### config.mk
export PLATFORM = sky130hd
export DESIGN_NAME = svir_top
export DESIGN_NICKNAME = d
export VERILOG_FILES = /design/src/common/svir_pkg.sv /design/src/common/svir_if.sv /design/src/core/svir_top.sv /design/src/core/svir_vec.sv
export SDC_FILE = /design/constraint.sdc
export NUM_CORES = 1
export LEC_CHECK = 0
export ABC_CLOCK_PERIOD_IN_PS = 3700
export BUFFER_PORTS_ARGS = -buffer_cell sky130_fd_sc_hd__buf_2
export CAP_MARGIN = 20
export CORE_ASPECT_RATIO = 0.7
export CORE_MARGIN = 3
export CORE_UTILIZATION = 45
export CTS_BUF_LIST = sky130_fd_sc_hd__clkbuf_8
export CTS_CLUSTER_DIAMETER = 40
export DETAILED_ROUTE_END_ITERATION = 8
export GPL_TIMING_DRIVEN = 0
export SETUP_SLACK_MARGIN = 0.2
export SYNTH_ARGS = -nofsm -noshare
export SYNTH_HDL_FRONTEND = slang
export SYNTH_SLANG_ARGS = --single-unit
### constraint.sdc
create_clock -name clk_sys -period 3.7 [get_ports clk_sys]
set_input_delay 0 -clock clk_sys [delete_from_list [all_inputs] [get_ports clk_sys]]
set_output_delay 0 -clock clk_sys [all_outputs]
set_load 0.01 [all_outputs]
### src/common/svir_pkg.sv
// Constants and types shared by the supplied vector interrupt responder.
package svir_pkg;
   localparam int NUM_IN = 8;
   localparam int IDX_W = 3;
   localparam int MAX_BYTES = 4;
   localparam int BSEL_W = 2;
   localparam logic [7:0] RST_BASE = 8'hc7;
   localparam int RST_SHIFT = 3;
   localparam logic [7:0] SPUR_VEC = 8'hff;
   localparam logic [NUM_IN-1:0] REQ_RST = 8'h00;
   localparam logic [2:0] SYNC_RST = 3'h0;
   localparam logic [2:0] ACK_SYNC_RST = 3'h7;
   localparam logic [IDX_W-1:0] IDX_RST = 3'h0;
   localparam logic [BSEL_W-1:0] BSEL_RST = 2'h0;
   localparam logic [7:0] BYTE_RST = 8'h00;

   typedef enum logic [1:0] {
      SVIR_MODE_RESTART = 2'b00,
      SVIR_MODE_TABLE = 2'b01,
      SVIR_MODE_INSTR = 2'b10
   } svir_mode_e;

   typedef enum logic [1:0] {
      SVIR_ST_IDLE = 2'b00,
      SVIR_ST_DRIVE = 2'b01,
      SVIR_ST_GAP = 2'b10
   } svir_st_e;
endpackage

### src/common/svir_if.sv
// Link between the responder core and its vector memory.
`timescale 1ns/1ns
interface svir_if;
   import svir_pkg::*;
   logic wr_en;
   logic [IDX_W-1:0] wr_idx;
   logic [BSEL_W-1:0] wr_bsel;
   logic [7:0] wr_data;
   logic [IDX_W-1:0] rd_idx;
   logic [BSEL_W-1:0] rd_bsel;
   logic rd_valid;
   svir_mode_e mode;
   logic [7:0] rd_data;
   modport core (output wr_en, output wr_idx, output wr_bsel,
      output wr_data, output rd_idx, output rd_bsel, output rd_valid,
      output mode, input rd_data);
   modport mem (input wr_en, input wr_idx, input wr_bsel,
      input wr_data, input rd_idx, input rd_bsel, input rd_valid,
      input mode, output rd_data);
endinterface

### src/core/svir_top.sv
// Eight input prioritising interrupt responder with supplied vectors.
// Behaviour
// - On acknowledge, supply the identifying vector code over the data bus.
// - Acknowledge strobe reads vector memory; drive data while strobe low.
// - Instruction mode can supply any complete instruction up to four bytes.
// - Restart mode returns a single byte call selecting one of eight entries.
// - Restart targets are hex 0000 to 0038 in steps of eight.
// - Each request edge is latched once held for two clock samples; no longer pulse is needed.
// - The latched, unmasked inputs are OR-ed into one active low request.
// - Inputs can be masked, prioritised, and near-simultaneous edges resolved.
// - The vector of the highest priority active request is supplied.
`timescale 1ns/1ns
module svir_top
   import svir_pkg::*;
(
   input wire logic clk_sys,
   input wire logic nrst,
   input wire logic [NUM_IN-1:0] irq_in,
   input wire logic [NUM_IN-1:0] irq_mask,
   input wire logic [IDX_W-1:0] prio_top,
   input wire logic [1:0] vec_mode,
   input wire logic [BSEL_W-1:0] instr_last,
   input wire logic intak_n,
   input wire logic vec_wr_en,
   input wire logic [IDX_W-1:0] vec_wr_idx,
   input wire logic [BSEL_W-1:0] vec_wr_bsel,
   input wire logic [7:0] vec_wr_data,
   input wire logic [7:0] data_in,
   output logic [7:0] data_out,
   output logic data_oe_n,
   input wire logic intrq_in,
   output logic intrq_out,
   output logic intrq_oe_n,
   output logic [NUM_IN-1:0] pending
);
   // ***************
   // State
   // ***************
   typedef struct packed {
      logic [2:0][NUM_IN-1:0] irq_sync;
      logic [NUM_IN-1:0] irq_stable;
      logic [NUM_IN-1:0] pend;
      logic [2:0] ack_sync;
      logic ack_stable_n;
      svir_st_e st;
      logic win_valid;
      logic [IDX_W-1:0] win_idx;
      logic [BSEL_W-1:0] bsel;
      logic [7:0] data;
      logic oe_n;
   } svir_top_s;

   svir_top_s q_r;
   svir_top_s q_nxt;
   svir_if vif ();

   // ***************
   // Priority search
   // ***************
   // Returns valid and index of the first unmasked pending input, scanning
   // downward from the top-priority position with wrap-around.
   function automatic logic [IDX_W:0] win_find(
      input logic [NUM_IN-1:0] act,
      input logic [IDX_W-1:0] top
   );
      logic [IDX_W:0] res;
      logic [IDX_W-1:0] idx;
      res = '0;
      idx = top;
      for (int i = 0; i < NUM_IN; i++) begin
         idx = top - IDX_W'(i);
         if (act[idx] && !res[IDX_W]) begin
            res = {1'b1, idx};
         end
      end
      return res;
   endfunction

   logic [NUM_IN-1:0] act;
   logic [NUM_IN-1:0] rise;
   logic [NUM_IN-1:0] clr;
   logic [IDX_W:0] pick;
   logic ack_fall;
   logic ack_rise;
   logic done;

   // ***************
   // Vector path
   // ***************
   svir_vec svir_vec_inst (
      .clk_sys(clk_sys),
      .nrst(nrst),
      .vif(vif.mem)
   );

   assign vif.wr_en = vec_wr_en;
   assign vif.wr_idx = vec_wr_idx;
   assign vif.wr_bsel = vec_wr_bsel;
   assign vif.wr_data = vec_wr_data;
   assign vif.mode = svir_mode_e'(vec_mode);
   assign act = q_r.pend & ~irq_mask;

   // The winner is chosen once at the strobe's leading edge and frozen for
   // the whole transfer, so a late request cannot corrupt a multibyte code.
   assign pick = win_find(act, prio_top);
   assign vif.rd_valid = (q_r.st == SVIR_ST_IDLE) ? pick[IDX_W]
      : q_r.win_valid;
   assign vif.rd_idx = (q_r.st == SVIR_ST_IDLE) ? pick[IDX_W-1:0]
      : q_r.win_idx;
   assign vif.rd_bsel = q_r.bsel;

   // ***************
   // Next state
   // ***************
   always_comb begin
      q_nxt = q_r;
      clr = '0;
      done = 1'b0;
      q_nxt.irq_sync = {q_r.irq_sync[1:0], irq_in};
      for (int i = 0; i < NUM_IN; i++) begin
         if (q_r.irq_sync[1][i] == q_r.irq_sync[2][i]) begin
            q_nxt.irq_stable[i] = q_r.irq_sync[2][i];
         end
      end
      rise = q_nxt.irq_stable & ~q_r.irq_stable;
      q_nxt.ack_sync = {q_r.ack_sync[1:0], intak_n};
      if (q_r.ack_sync[1] == q_r.ack_sync[2]) begin
         q_nxt.ack_stable_n = q_r.ack_sync[2];
      end
      ack_fall = q_r.ack_stable_n && !q_nxt.ack_stable_n;
      ack_rise = !q_r.ack_stable_n && q_nxt.ack_stable_n;
      unique case (q_r.st)
         SVIR_ST_IDLE: begin
            if (ack_fall) begin
               q_nxt.st = SVIR_ST_DRIVE;
               q_nxt.win_valid = pick[IDX_W];
               q_nxt.win_idx = pick[IDX_W-1:0];
               q_nxt.data = vif.rd_data;
               q_nxt.oe_n = 1'b0;
            end
         end
         SVIR_ST_DRIVE: begin
            if (ack_rise) begin
               q_nxt.oe_n = 1'b1;
               if (vec_mode != SVIR_MODE_INSTR || q_r.bsel == instr_last) begin
                  done = 1'b1;
               end else begin
                  q_nxt.bsel = q_r.bsel + 1'b1;
                  q_nxt.st = SVIR_ST_GAP;
               end
            end
         end
         SVIR_ST_GAP: begin
            if (ack_fall) begin
               q_nxt.st = SVIR_ST_DRIVE;
               q_nxt.data = vif.rd_data;
               q_nxt.oe_n = 1'b0;
            end
         end
         default: begin
            q_nxt.st = SVIR_ST_IDLE;
         end
      endcase
      if (done) begin
         q_nxt.st = SVIR_ST_IDLE;
         q_nxt.bsel = BSEL_RST;
         q_nxt.win_valid = 1'b0;
         if (q_r.win_valid) begin
            clr[q_r.win_idx] = 1'b1;
         end
      end
      // A new edge on the input being cleared wins, so it is not lost.
      q_nxt.pend = (q_r.pend & ~clr) | rise;
   end

   // ***************
   // Registers and outputs
   // ***************
   always_ff @(posedge clk_sys or negedge nrst) begin
      if (!nrst) begin
         q_r.irq_sync <= {3{REQ_RST}};
         q_r.irq_stable <= REQ_RST;
         q_r.pend <= REQ_RST;
         q_r.ack_sync <= ACK_SYNC_RST;
         q_r.ack_stable_n <= 1'b1;
         q_r.st <= SVIR_ST_IDLE;
         q_r.win_valid <= 1'b0;
         q_r.win_idx <= IDX_RST;
         q_r.bsel <= BSEL_RST;
         q_r.data <= BYTE_RST;
         q_r.oe_n <= 1'b1;
      end else begin
         q_r <= q_nxt;
      end
   end

   assign data_out = q_r.data;
   assign data_oe_n = q_r.oe_n;
   // Open-drain request: pull low only, other cards share the wire.
   assign intrq_out = 1'b0;
   assign intrq_oe_n = ~(|act);
   assign pending = q_r.pend;
endmodule // svir_top

### src/core/svir_vec.sv
// Vector memory and vector code generation.
`timescale 1ns/1ns
module svir_vec
   import svir_pkg::*;
(
   input wire logic clk_sys,
   input wire logic nrst,
   svir_if.mem vif
);
   typedef struct packed {
      logic [NUM_IN*MAX_BYTES-1:0][7:0] mem;
   } svir_vec_s;

   svir_vec_s q_r;
   svir_vec_s q_nxt;
   logic [7:0] code;

   // The table holds four bytes per source so any complete instruction fits.
   always_comb begin
      q_nxt = q_r;
      if (vif.wr_en) begin
         q_nxt.mem[{vif.wr_idx, vif.wr_bsel}] = vif.wr_data;
      end
   end

   always_comb begin
      code = SPUR_VEC;
      if (vif.rd_valid) begin
         unique case (vif.mode)
            SVIR_MODE_RESTART: begin
               // The index is widened before the shift so no bits are lost.
               code = RST_BASE
                  | (8'(vif.rd_idx) << RST_SHIFT);
            end
            SVIR_MODE_TABLE: begin
               code = q_r.mem[{vif.rd_idx, BSEL_RST}];
            end
            SVIR_MODE_INSTR: begin
               code = q_r.mem[{vif.rd_idx, vif.rd_bsel}];
            end
            default: begin
               code = SPUR_VEC;
            end
         endcase
      end
   end

   assign vif.rd_data = code;

   always_ff @(posedge clk_sys or negedge nrst) begin
      if (!nrst) begin
         q_r <= '0;
      end else begin
         q_r <= q_nxt;
      end
   end
endmodule // svir_vec

After elaboration in Yosys (flattened, before gate mapping):

Index checks and enable logic that the tools add are counted.

* bits in registers: 317
* latch bits: 0
* memory bits (writable): 0
* ROM bits: 0
* input port bits: 49
* output and inout bits: 19
* logic and storage cells: 198
* memories kept: 0

* add/subtract/negate cells: 8
* multiply operators: 0
* divide/modulo/power cells: 0
* magnitude comparators: 14
* equality and inequality tests: 22
* shifts and indexed selects: 0
* multiplexer cells: 65
* bitwise operators: 8
* reduce and logical (&&, ||, !) cells: 36

Operator list (count)
* $bwmux 256: 1
* $mux 8: 6
* $bmux 8 s5: 1
* $demux 8 s5: 1
* $lt 3x4->1 const B: 9
* $mux 4: 9
* $and 8x8->8: 3
* $bmux 1 s3: 8
* $bmux 8 s3: 1
* $mux 1: 24
* $not 8->8: 3
* $pmux 8 s3: 1
* $lt 5x6->1 const B: 3
* $mux 2: 7
* $ne 3x3->1 const B: 4
* $sub 3x3->3 const B: 4
* $logic_and 1x1->1: 11
* $reduce_bool 2->1: 5
* $eq 1x1->1: 9
* $logic_not 1->1: 9
* $or 8x8->8: 1
* $reduce_or 8->1: 1
* $mux 3: 2
* $mux 6: 1
* other kinds (20): 29

Longest topological paths before layout:

Gate-level depths: netlist (run 1).

* word-level depth: 31
* depth in mapped cells: 16
* depth with buffers taken out: 12

By module:

From an unflattened synthesis (run 1), not the netlist that was laid out.

* cells, all modules: 1160
* area, all modules: 15955.3 um^2

Modules (own cells, without submodules)
* svir_vec: times used 1, cells each 853, area each 12498.2 um^2, seq. area each 6406.1 um^2
* svir_top: times used 1, cells each 307, area each 3457.1 um^2, seq. area each 1532.7 um^2

Least setup slack after synthesis (run 1):

OpenSTA, ideal clock, no wires.

* kind: input to register
* start point: input port prio_top[1]
* end point: register q_r (netlist bit data_out[0])
* library setup time: 135 ps
* arrival: 3329 ps
* required time: 3565 ps
* slack: 236 ps
* stages: 16
* buffers on the path: 4
* cells stage by stage: buf_2 clkinv_1 ha_1 buf_2 mux4_2 nor3_1 a211oi_1 a311oi_1 o311ai_2 nand2_1 buf_2 buf_4 mux2i_1 mux2i_1 o211ai_1 o211ai_1

* word-level cells in the longest chain between the ends: 29
* elaborated cells on any way between the ends: 53
* those cells by class: add/sub: 7; mux: 32; reduce/logical: 14

Ends and longest elaborated chain
* from (decl): RTL line svir_top.sv:20 `input wire logic [IDX_W-1:0] prio_top,`
* parallel branches: the longest is 23 deep, another holds $sub 3x1->3
* $mux 4 *: RTL line svir_top.sv:72 `if (act[idx] && !res[IDX_W]) begin`
* $mux 3: RTL line svir_top.sv:108 `assign vif.rd_idx = (q_r.st == SVIR_ST_IDLE) ? pick[IDX_W-1:0]`
* $bmux 8 s5 / $bmux 8 s3 (equally long branches): RTL line svir_vec.sv:39, svir_vec.sv:36
* $mux 8 (on tied branches): RTL line svir_vec.sv:39, svir_vec.sv:36
* $pmux 8 s3: RTL line svir_vec.sv:29 `unique case (vif.mode)`
* $mux 8 *: RTL line svir_vec.sv:28 `if (vif.rd_valid) begin`
* to (signal assigned): RTL line svir_top.sv:193 `q_r <= q_nxt;`
* to (decl): RTL line svir_top.sv:53 `svir_top_s q_r;`

Every way passes the cells marked *. The select of a mux whose other input is x is not followed.
A chain may end at the register's enable or synchronous reset.

Worst setup path in the final report (run 1):

* start point: register q_r (netlist bit pending[4])
* end point: register q_r (netlist bit data_out[0])

* word-level cells in the longest chain between the ends: 30
* elaborated cells on any way between the ends: 47
* those cells by class: mux: 32; bitwise: 1; reduce/logical: 14

Ends and longest elaborated chain
* $and 8x8->8 *: RTL line svir_top.sv:101 `assign act = q_r.pend & ~irq_mask;`
* $bmux 1 s3: RTL line svir_top.sv:72
* $mux 1 (implied by the code): RTL line svir_top.sv:72
* $mux 4: RTL line svir_top.sv:72
* $logic_not 1->1: RTL line svir_top.sv:72
* $logic_and 1x1->1: RTL line svir_top.sv:72
* $mux 4: RTL line svir_top.sv:72
* $logic_not 1->1: RTL line svir_top.sv:72
* (+14 left out)
* $logic_not 1->1: RTL line svir_top.sv:72
* $logic_and 1x1->1: RTL line svir_top.sv:72
* $mux 4 *: RTL line svir_top.sv:72
* $mux 3: RTL line svir_top.sv:108
* $bmux 8 s5 / $bmux 8 s3 (equally long branches): RTL line svir_vec.sv:39, svir_vec.sv:36
* $mux 8 (on tied branches): RTL line svir_vec.sv:39, svir_vec.sv:36
* $pmux 8 s3: RTL line svir_vec.sv:29
* $mux 8 *: RTL line svir_vec.sv:28

Every way passes the cells marked *; elsewhere a longest branch is shown, timed or not. The select of a mux whose other input is x is not followed.

==> flow_summary.json, run 1 <==
{
  "outcome": "finished, final reports clean",
  "post_dp_cell_area_um2": 17000,
  "layout_common_cells": "dfrtp_1, mux2_2, nand2_1",
  "clkLatencyLatePin_ns": 0.62,
  "cpMostUsedCell": "mux2i_1",
  "synth.net_count": 1226,
  "dieArea_um2": 37400,
  "ir_drop_mv": 0.269,
  "die_height_um": 163,
  "fin_nets": 1402,
  "seq_area_frac_synth_pct": 50.2,
  "drt_iter0_markers": 1120,
  "design_power_total_mw": 11.8,
  "synth_cells": 1175,
  "cts_tree": "yes",
  "worstSetupEndpointType": "flip-flop",
  "core_um2": 34100,
  "fin_crit_ns": 3.48,
  "ff_latch_area_um2": 7940,
  "drc_errors": 0,
  "track_usage_pct": 25.7,
  "synth_seq_cells": 317,
  "cp_slowest_stage_delay_ns": 0.51,
  "hold_path.class": "input pin to flip-flop",
  "die_w_um": 230,
  "powerDensity_nw_per_um2": 623,
  "synth_top_area_share_pct": 49.4,
  "rsz0062_at_grt": "yes",
  "slowest_stage": "mux4_2",
  "diodes": 0,
  "fin_area_um2": 19000,
  "syn2layout_area_growth_pct": 20.1,
  "synth_edf_count": 0,
  "dpl.hpwl_um": 34500,
  "via_count": 11030,
  "grt_pass1_vias": 10931,
  "synth_top_area_cell": "dfrtp_1",
  "layout-drive-gt1-share_pct": 44.8,
  "relSlewSlack_pct": 21.2,
  "rows": 56,
  "wire_per_inst_um": 25.5,
  "drv_slew": 0,
  "numPortBuffers": 52,
  "async_reset_ff_share_pct": 100,
  "dr.pass1.iters": 5,
  "worst_setup_path_start_kind": "flip-flop",
  "clk_pin_slew_ns": 0.06,
  "finalSetupViolations": 0,
  "wirelength_um": 47300,
  "worstSetupPathType": "flip-flop to flip-flop",
  "synth.distinct_cells": 69,
  "start_util_pct": 46.4,
  "grt_start_max_net_pins": 120,
  "synth_area_per_cell_um2": 13.4,
  "yosysWarnings": 0,
  "multi_input_area_um2": 7590,
  "ys_top_cells_by_area": "dfrtp_1, mux2_2, mux4_2, mux2i_1, nand2_1",
  "fmaxAchievable_mhz": 287,
  "worstPathArrival_ns": 3.94,
  "path_cells": "nor2b_4, mux4_2, mux2i_4, nand4_4, buf_6, or2_1, o21a_1, a21oi_4, buf_12, mux2i_2, mux2i_1, mux2i_1, o211ai_1",
  "path_max_fanout": 7,
  "maxCapViolCount": 0,
  "finClkSkew_ns": 0.0361,
  "antenna_found_initial": 1,
  "crit_required_ns": 4.16,
  "cts_buffers": 51,
  "ctsLongestPathBuffers": 3,
  "p_leak_nw": 8.23,
  "cts.sinks": 317,
  "avgViaCountPerCell": 5.94,
  "cts_root_buffer": "clkbuf_8",
  "syn_area_um2": 15800,
  "mostFrequentLayoutCell": "dfrtp_1",
  "grt-ovfl-total": 0,
  "synth-main-ff-cell": "dfrtp_1",
  "cts_max_level": 2,
  "place.gp.congestion": 0.923,
  "fin_crit_sh_pct": 94.1,
  "ioPinCount": 68,
  "fill_cells": 2906,
  "grt_pass1_wl_um": 71100,
  "antenna_left": 0,
  "tightest_slew_ns": 1.18,
  "final_hold_viol_count": 0
}
[synthesized netlist by cell type (all sizes together), types with 11 or more instances]
library cell and count:
nor2b 11, inv 13, o211ai 12, o21ai 35, mux2i 62, buf 36, nand3 29, mux4 77
nor2 50, clkbuf 52, mux2 265, nand2 81, a21oi 11, a31oi 15, dfrtp 312
[flip-flops by register name, summed over array words and instances, names as in the netlist]
signal,count
svir_vec_inst.q_r,256
q_r,24
q_nxt,18
data_out,8
pending,8
vif.rd_bsel,2
data_oe_n,1
[final timing paths]
check / start / end / slack, ns / depth (start not counted)
min in group asynchronous: nrst / data_oe_n / 0.50 / 3
max in group asynchronous: nrst / svir_vec_inst.q_r[186] / 2.27 / 5
worst min register to register: q_nxt[46] / q_nxt[54] / 0.35 / 0
worst max-delay path: pending[4] / data_out[0] / 0.22 / 13
worst min-delay path: irq_in[1] / q_nxt[46] / 0.04 / 2
worst max register to register: pending[4] / data_out[0] / 0.22 / 13
[per-layer routing]
metal | wire (um) | track usage [%]
met1 | 22600 | 39.6
met2 | 19600 | 35.7
met3 | 4030 | 7.15
met4 | 1120 | 6.51
met5 | 11 | 0
[report_power, final]
| group | switching, mW | leakage (nW) | internal (mW) | total, mW |
|---|---|---|---|---|
| Sequential | 0.450 | 3.95 | 4.12 | 4.57 |
| Combinational | 1.95 | 3.64 | 1.87 | 3.82 |
| Clock | 1.49 | 0.644 | 1.94 | 3.43 |
| Total | 3.89 | 8.23 | 7.93 | 11.8 |
[worst max-delay path: cells and delay by family (launching register included)]
kind	cells	cell delay, ns
AOI/OAI and AO/OA	3	0.62
and+or+nand+nor	3	0.57
buffers and inverters	2	0.36
muxes	5	1.33
DFF	1	0.45
[kinds of logic after synthesis]
group | count (synthesis) | share of synthesized area, %
mux | 404 | 33.9
flops | 317 | 50.2
simple gates | 216 | 6.49
compound gates | 119 | 5.18
buf+inv | 102 | 3.13
fa+ha+maj | 11 | 0.729
xor+xnor | 5 | 0.277
other cells | 1 | 0.0237
[cell type report]
type / count / area share [%]
Clock buffer: 68 / 4.93
Sequential cell: 317 / 41.9
Clock inverter: 26 / 1.29
Multi-Input combinational cell: 756 / 40.0
Timing Repair Buffer: 123 / 5.82
Inverter: 14 / 0.284
Buffer: 88 / 2.72
Tap cell: 464 / 3.06
[stage by stage]
step                      std cells  hold slack [ns]  setup TNS (ns)  worst slack [ns]  util [%]
after global placement         1691            0.108        -1089.60             -3.49      48.9
after CTS                      1837          0.00187               0             0.179      54.7
after global routing           1856           0.0393               0            0.0993      55.7
after detailed placement       1714          -0.0189           -5.86            -0.817      49.9
after floorplan                1175           -0.296               0             0.236         -
final                          1856           0.0406               0             0.216      55.7
[repair_timing]
item / in CTS / in global routing
hold endpoints to repair: 204 / 0
hold buffers: 20 / 0
setup endpoints to repair: 14 / 16
cloned: 0 / 0
pin swaps: 3 / 12
resized for setup: 45 / 45
setup buffers: 9 / 17
No activity file was read; power rests on OpenSTA's default activity.
==> run 2, diff against run 1 <==
- SYNTH_HIERARCHICAL: unset -> 1
==> flow_summary.json, run 2 <==
{
  "synth_cells": 1160,
  "reg2reg_slack_ns": -0.57,
  "worstSetupEndpointType": "flip-flop",
  "worstSetupPathType": "flip-flop to flip-flop",
  "final_hold_viol_count": 0,
  "ioPinCount": 68,
  "synth-simple-area-share_pct": 5.59,
  "diodes": 0,
  "cts_root_buffer": "clkbuf_8",
  "grt-ovfl-total": 0,
  "cpMostUsedCell": "o31ai_2",
  "drc_errors": 0,
  "syn2layout_area_growth_pct": 19.2,
  "synth.net_count": 1211,
  "path_cells": "or3b_4, nand2_2, mux4_2, or4_4, o2111ai_2, o31ai_2, o31ai_2, buf_6, nor2b_1, clkbuf_4, buf_8, a22o_1, a221oi_2, o221ai_2, o211ai_1, mux2_4",
  "design_power_total_mw": 11.9,
  "slowest_stage": "or4_4",
  "wl_met1_um": 23500,
  "clkLatencyLatePin_ns": 0.62,
  "dr.pass1.iters": 5,
  "ys_top_cells_by_area": "dfrtp_1, mux2_2, mux4_2, mux2i_1, mux4_1",
  "antenna_found_initial": 0,
  "core_um2": 34800,
  "powerDensity_nw_per_um2": 627,
  "numPortBuffers": 52,
  "synth_edf_count": 0,
  "top_layer": "met4",
  "r2r-end": "data_out[5]",
  "synth_top_area_share_pct": 48.9,
  "hold_path.class": "input pin to async pin",
  "cts_tree": "yes",
  "fin_crit_sh_pct": 115,
  "grt_pass1_wl_um": 71000,
  "synth_top_family_by_area": "multiplexers",
  "finClkSkew_ns": 0.0385,
  "maxCapViolCount": 0,
  "synth.distinct_cells": 77,
  "hold_slack_ns": 0.0155,
  "place.gp.congestion": 0.875,
  "rows": 57,
  "synth_area_per_cell_um2": 13.8,
  "worstPathArrival_ns": 4.80,
  "outcome": "finished, violations left",
  "grt_start_max_net_pins": 121,
  "tightest_slew_ns": 1.18,
  "crit_required_ns": 4.23,
  "violations": "setup timing",
  "ir_drop_mv": 0.322,
  "synth-main-ff-cell": "dfrtp_1",
  "drv_slew": 0,
  "synth_seq_cells": 317,
  "mostFrequentLayoutCell": "dfrtp_1",
  "cts_max_level": 2,
  "wl_met2_um": 19100,
  "fin_crit_ns": 4.27,
  "fin_nets": 1363,
  "avgViaCountPerCell": 5.97,
  "largest-register": "svir_vec_inst/q_r",
  "synth_compound_area_share_pct": 6.11,
  "relSlewSlack_pct": 21.0,
  "layout-drive-gt1-share_pct": 46.4,
  "largest_reg_flops": 256,
  "reg2reg_from": "pending[0]",
  "async_reset_ff_share_pct": 100,
  "seq_area_frac_synth_pct": 49.8,
  "clk_pin_slew_ns": 0.06,
  "syn_area_um2": 16000,
  "start_util_pct": 45.8,
  "dieArea_um2": 37800,
  "ctsLongestPathBuffers": 3,
  "yosys-top-cells-count": "dfrtp_1, mux2_2, mux2i_1",
  "layout_common_cells": "dfrtp_1, mux2_2, mux2i_1",
  "wirelength_um": 47100,
  "yosysWarnings": 6,
  "finalSetupViolations": 8,
  "rr_worst_depth": 16,
  "die_w_um": 231,
  "wl_met3_um": 3820,
  "via_count": 10900,
  "fin_area_um2": 19000,
  "p_leak_nw": 8.09,
  "cts.sinks": 317,
  "antenna_left": 0,
  "setup_slack_ns": -0.570,
  "dpl.hpwl_um": 32000,
  "track_usage_pct": 25.2,
  "synth.area.mux_share_pct": 34.0,
  "drt_iter0_markers": 948,
  "fmaxAchievable_mhz": 234,
  "worst_setup_path_start_kind": "flip-flop",
  "synth_top_area_cell": "dfrtp_1",
  "post_dp_cell_area_um2": 17000,
  "synth_most_common_cell": "dfrtp_1",
  "cts_buffers": 52,
  "die_height_um": 164,
  "synthAdderAreaFrac_pct": 0.721,
  "cp_slowest_stage_delay_ns": 0.54,
  "wire_per_inst_um": 25.8,
  "grt_pass1_vias": 11037,
  "rsz0062_at_grt": "yes",
  "path_max_fanout": 10,
  "synth_xor_xnor_area_share_pct": 0.376
}
## run 2: worst max-delay path by stage
| stage | from | end | slack, ns | cells after the start |
|---|---|---|---|---|
| 2_1_floorplan | pending[0] | data_out[5] | -0.08 | 14 |
| 3_3_place_gp | nrst | svir_vec_inst/q_r[232] | -3.59 | 1 |
| 3_5_place_dp | pending[5] | data_out[3] | -1.80 | 13 |
| 4_1_cts | pending[6] | data_out[2] | -0.62 | 14 |
| 5_1_grt | pending[1] | data_out[2] | -0.68 | 15 |
| 6_report | pending[0] | data_out[5] | -0.57 | 16 |
## run 2: cell type report
class | count | area [um2]
Timing Repair Buffer | 98 | 762
Clock buffer | 65 | 895
Multi-Input combinational cell | 742 | 7880
Buffer | 92 | 659
Inverter | 9 | 46.3
Fill cell | 2996 | 15800
Sequential cell | 317 | 7950
Clock inverter | 30 | 234
Tap cell | 472 | 591
## run 2: logic make-up after synthesis
group           count (synthesis)
other cells                     1
flops                         317
fa+ha+maj                      11
mux                           426
buf+inv                       101
compound gates                130
simple gates                  168
xor+xnor                        6
## run 2: where the power goes
part / switching, mW / internal, mW / leakage [nW]
clock: 1.49 / 1.81 / 0.639
sequential: 0.427 / 4.13 / 3.95
combinational: 2.02 / 2.03 / 3.50
total: 3.94 / 7.98 / 8.09
## run 2: through the flow
| step | TNS, ns | setup WS, ns | utilization [%] | cells |
|---|---|---|---|---|
| after global placement | -1127.62 | -3.59 | 48.4 | 1684 |
| after CTS | -4.53 | -0.623 | 54.0 | 1819 |
| after floorplan | -0.350 | -0.0801 | - | 1160 |
| after global routing | -5.19 | -0.680 | 54.6 | 1825 |
| final | -4.22 | -0.570 | 54.6 | 1825 |
| after detailed placement | -13.64 | -1.80 | 48.7 | 1690 |
## run 2: routing by layer
layer | up-vias | GRT usage, %
li1 | 4665 | -
met1 | 5790 | 39.8
met2 | 383 | 35.1
met3 | 62 | 6.21
met4 | 0 | 4.67
met5 | - | 0
## run 2: critical path: cells and delay by family (launching register included)
family	cells	cell delay, ns
buffers and inverters	3	0.59
muxes	2	0.71
AOI/OAI and AO/OA	7	1.52
and+or+nand+nor	4	0.94
DFF	1	0.44
## run 2: timing repair
item,in CTS,in global routing
cloned,0,2
pin swaps,11,7
hold buffers,25,0
hold endpoints to repair,150,0
setup endpoints to repair,8,8
gates resized for setup,85,34
setup buffers,9,3
==> run 3, diff against run 2 <==
- ABC_AREA: unset -> 1
- ABC_CLOCK_PERIOD_IN_PS: 3700 -> 5500
- CORE_ASPECT_RATIO: 0.7 -> 2
- clock period: 3.7 -> 5.5 ns (I/O delays scaled with it)
==> flow_summary.json, run 3 <==
{
  "hold_slack_ns": 0.00278,
  "ys_top_cells_by_area": "dfrtp_1, nand2_1, nand3_1, o21ai_0, nor2_1",
  "fin_nets": 2177,
  "async_reset_ff_share_pct": 100,
  "synth_area_per_cell_um2": 7.89,
  "drt_iter0_markers": 1310,
  "cp-startpoint": "pending[2]",
  "finClkSkew_ns": 0.0558,
  "die_height_um": 270,
  "dr.pass1.iters": 6,
  "drc_errors": 0,
  "ctsLongestPathBuffers": 3,
  "cts_tree": "yes",
  "largest-register": "svir_vec_inst/q_r",
  "syn2layout_area_growth_pct": 14.8,
  "wirelength_um": 62200,
  "seq_area_frac_synth_pct": 50.8,
  "cts.sinks": 317,
  "antenna_found_initial": 1,
  "rr_worst_depth": 23,
  "ioPinCount": 68,
  "via_count": 14732,
  "synth.net_count": 2034,
  "layout_common_cells": "nand2_1, dfrtp_1, nand3_1",
  "dpl.hpwl_um": 46500,
  "synth_edf_count": 0,
  "tightest_slew_ns": 1.18,
  "worstSetupPathType": "flip-flop to flip-flop",
  "syn_area_um2": 15600,
  "worstSetupEndpointType": "flip-flop",
  "timing.critical_path.buf_inv": 2,
  "start_util_pct": 45.5,
  "slowest_stage": "buf_1",
  "cts_max_level": 2,
  "path_max_fanout": 10,
  "rows": 96,
  "clkLatencyLatePin_ns": 0.63,
  "relSlewSlack_pct": 21.0,
  "synth_seq_cells": 317,
  "antenna_left": 0,
  "design_power_total_mw": 8.95,
  "mostFrequentLayoutCell": "nand2_1",
  "synth_top_area_share_pct": 49.9,
  "grt_start_max_net_pins": 119,
  "p_leak_nw": 8.37,
  "fmaxAchievable_mhz": 251,
  "finalSetupViolations": 0,
  "fin_crit_sh_pct": 72.4,
  "outcome": "finished, final reports clean",
  "crit_required_ns": 6.02,
  "clk_pin_slew_ns": 0.07,
  "critical-path-top-delay-family": "simple AND/OR/NAND/NOR gates",
  "worstPathArrival_ns": 4.50,
  "fin_area_um2": 18000,
  "yosysWarnings": 6,
  "path_cells": "nand3_1, nand3_2, nand2_2, nand2_1, nand2_2, nand4_4, nor2_4, nand2_2, nand2_1, nand2_1, nand2_1, nand2_1, nand2_1, buf_2, buf_1, nand3_1, nand2_1, nand2_1, nand3_1, nand3_1, nand2_1, nand2_1, nand2_1",
  "place.gp.congestion": 1.06,
  "fin_crit_ns": 3.98,
  "post_dp_cell_area_um2": 16600,
  "worst_setup_path_start_kind": "flip-flop",
  "dieArea_um2": 37200,
  "reg2reg_from": "pending[2]",
  "core_um2": 34400,
  "cts_root_buffer": "clkbuf_8",
  "final_hold_viol_count": 0,
  "grt_busiest_layer": "met2",
  "cts_buffers": 49,
  "layout-drive-gt1-share_pct": 11.7,
  "met1_usage_pct": 34.4,
  "wire_per_inst_um": 23.9,
  "synth_top_area_cell": "dfrtp_1",
  "grt_pass1_vias": 14349,
  "hold_path.class": "input pin to async pin",
  "largest_reg_flops": 256,
  "maxCapViolCount": 0,
  "rsz0062_at_grt": "no",
  "post_cts_resize_count": 0,
  "synth_cells": 1983,
  "die_w_um": 138,
  "grt-ovfl-total": 0,
  "cp.depth": 23,
  "yosys-top-cells-count": "nand2_1, dfrtp_1, nand3_1",
  "use_met2_pct": 56.9,
  "track_usage_pct": 33.5,
  "ir_drop_mv": 0.225,
  "synth-main-ff-cell": "dfrtp_1",
  "cpMostUsedCell": "nand2_1",
  "numPortBuffers": 56,
  "cp_slowest_stage_delay_ns": 0.62,
  "grt_pass1_wl_um": 90300,
  "synth_most_common_cell": "nand2_1",
  "synth.distinct_cells": 45,
  "drv_slew": 0,
  "use_met3_pct": 4.95,
  "powerDensity_nw_per_um2": 498,
  "avgViaCountPerCell": 5.66
}
[run 3: worst reg2reg max path, stage by stage (launching register included)]
cell	delay, ns
dfrtp_1	0.45
nand3_1	0.27
nand3_2	0.14
nand2_2	0.11
nand2_1	0.06
nand2_2	0.15
nand4_4	0.16
nor2_4	0.18
nand2_2	0.06
nand2_1	0.06
nand2_1	0.06
nand2_1	0.19
nand2_1	0.08
nand2_1	0.12
buf_2	0.22
buf_1	0.62
nand3_1	0.26
nand2_1	0.14
nand2_1	0.06
nand3_1	0.18
nand3_1	0.11
nand2_1	0.08
nand2_1	0.05
nand2_1	0.07
[run 3: kinds of logic after synthesis]
family / count (synthesis) / share of synthesized area, %
and+or+nand+nor: 1112 / 31.2
AOI/OAI and AO/OA: 323 / 10.8
other: 1 / 0.0240
DFF: 317 / 50.8
buffers and inverters: 214 / 6.06
adders and majority gates: 11 / 0.736
xor gates and xnor gates: 5 / 0.448
[run 3: final timing paths]
path | end | slack, ns
worst max-delay path | data_out[3] | 1.52
worst min-delay path | q_nxt[57] | 0.003
worst max register to register | data_out[3] | 1.52
worst min register to register | q_nxt[57] | 0.35
max in group asynchronous | q_nxt[19] | 3.91
min in group clk_sys | vif.rd_bsel[1] | 0.03
[run 3: final cells by class]
type	count	area (um2)
clock buffers	60	826
multi-input cells	1452	6760
fillers	3417	16400
clock inverters	26	255
flip-flops and latches	317	7940
repair buffers	92	682
plain buffers	141	672
diodes	1	2.50
well taps	441	552
inverters	73	277
[run 3: where the power goes]
group	internal [mW]	leakage [nW]	switching (mW)
Clock	1.19	0.570	1.01
Combinational	0.997	3.83	2.59
Sequential	2.78	3.97	0.385
Total	4.97	8.37	3.98
[run 3: what timing repair did]
action	CTS	global route
hold buffers	31	0
buffers inserted	0	0
hold endpoints to repair	192	0
[run 3: layer usage]
layer | share of wire (%) | routed length, um
met5 | 0 | 0
met4 | 12 | 7320
met3 | 5.7 | 3550
met2 | 50 | 31000
met1 | 33 | 20300
[run 3: through the flow]
stage,setup TNS [ns],util (%),worst slack (ns),instances
6_report,0,52.3,1.52,2603
5_1_grt,0,52.3,1.30,2603
4_1_cts,0,52.3,1.63,2602
3_5_place_dp,0,48.2,1.24,2485
3_3_place_gp,-470.82,48.0,-1.57,2480
2_1_floorplan,0,-,2.49,1983
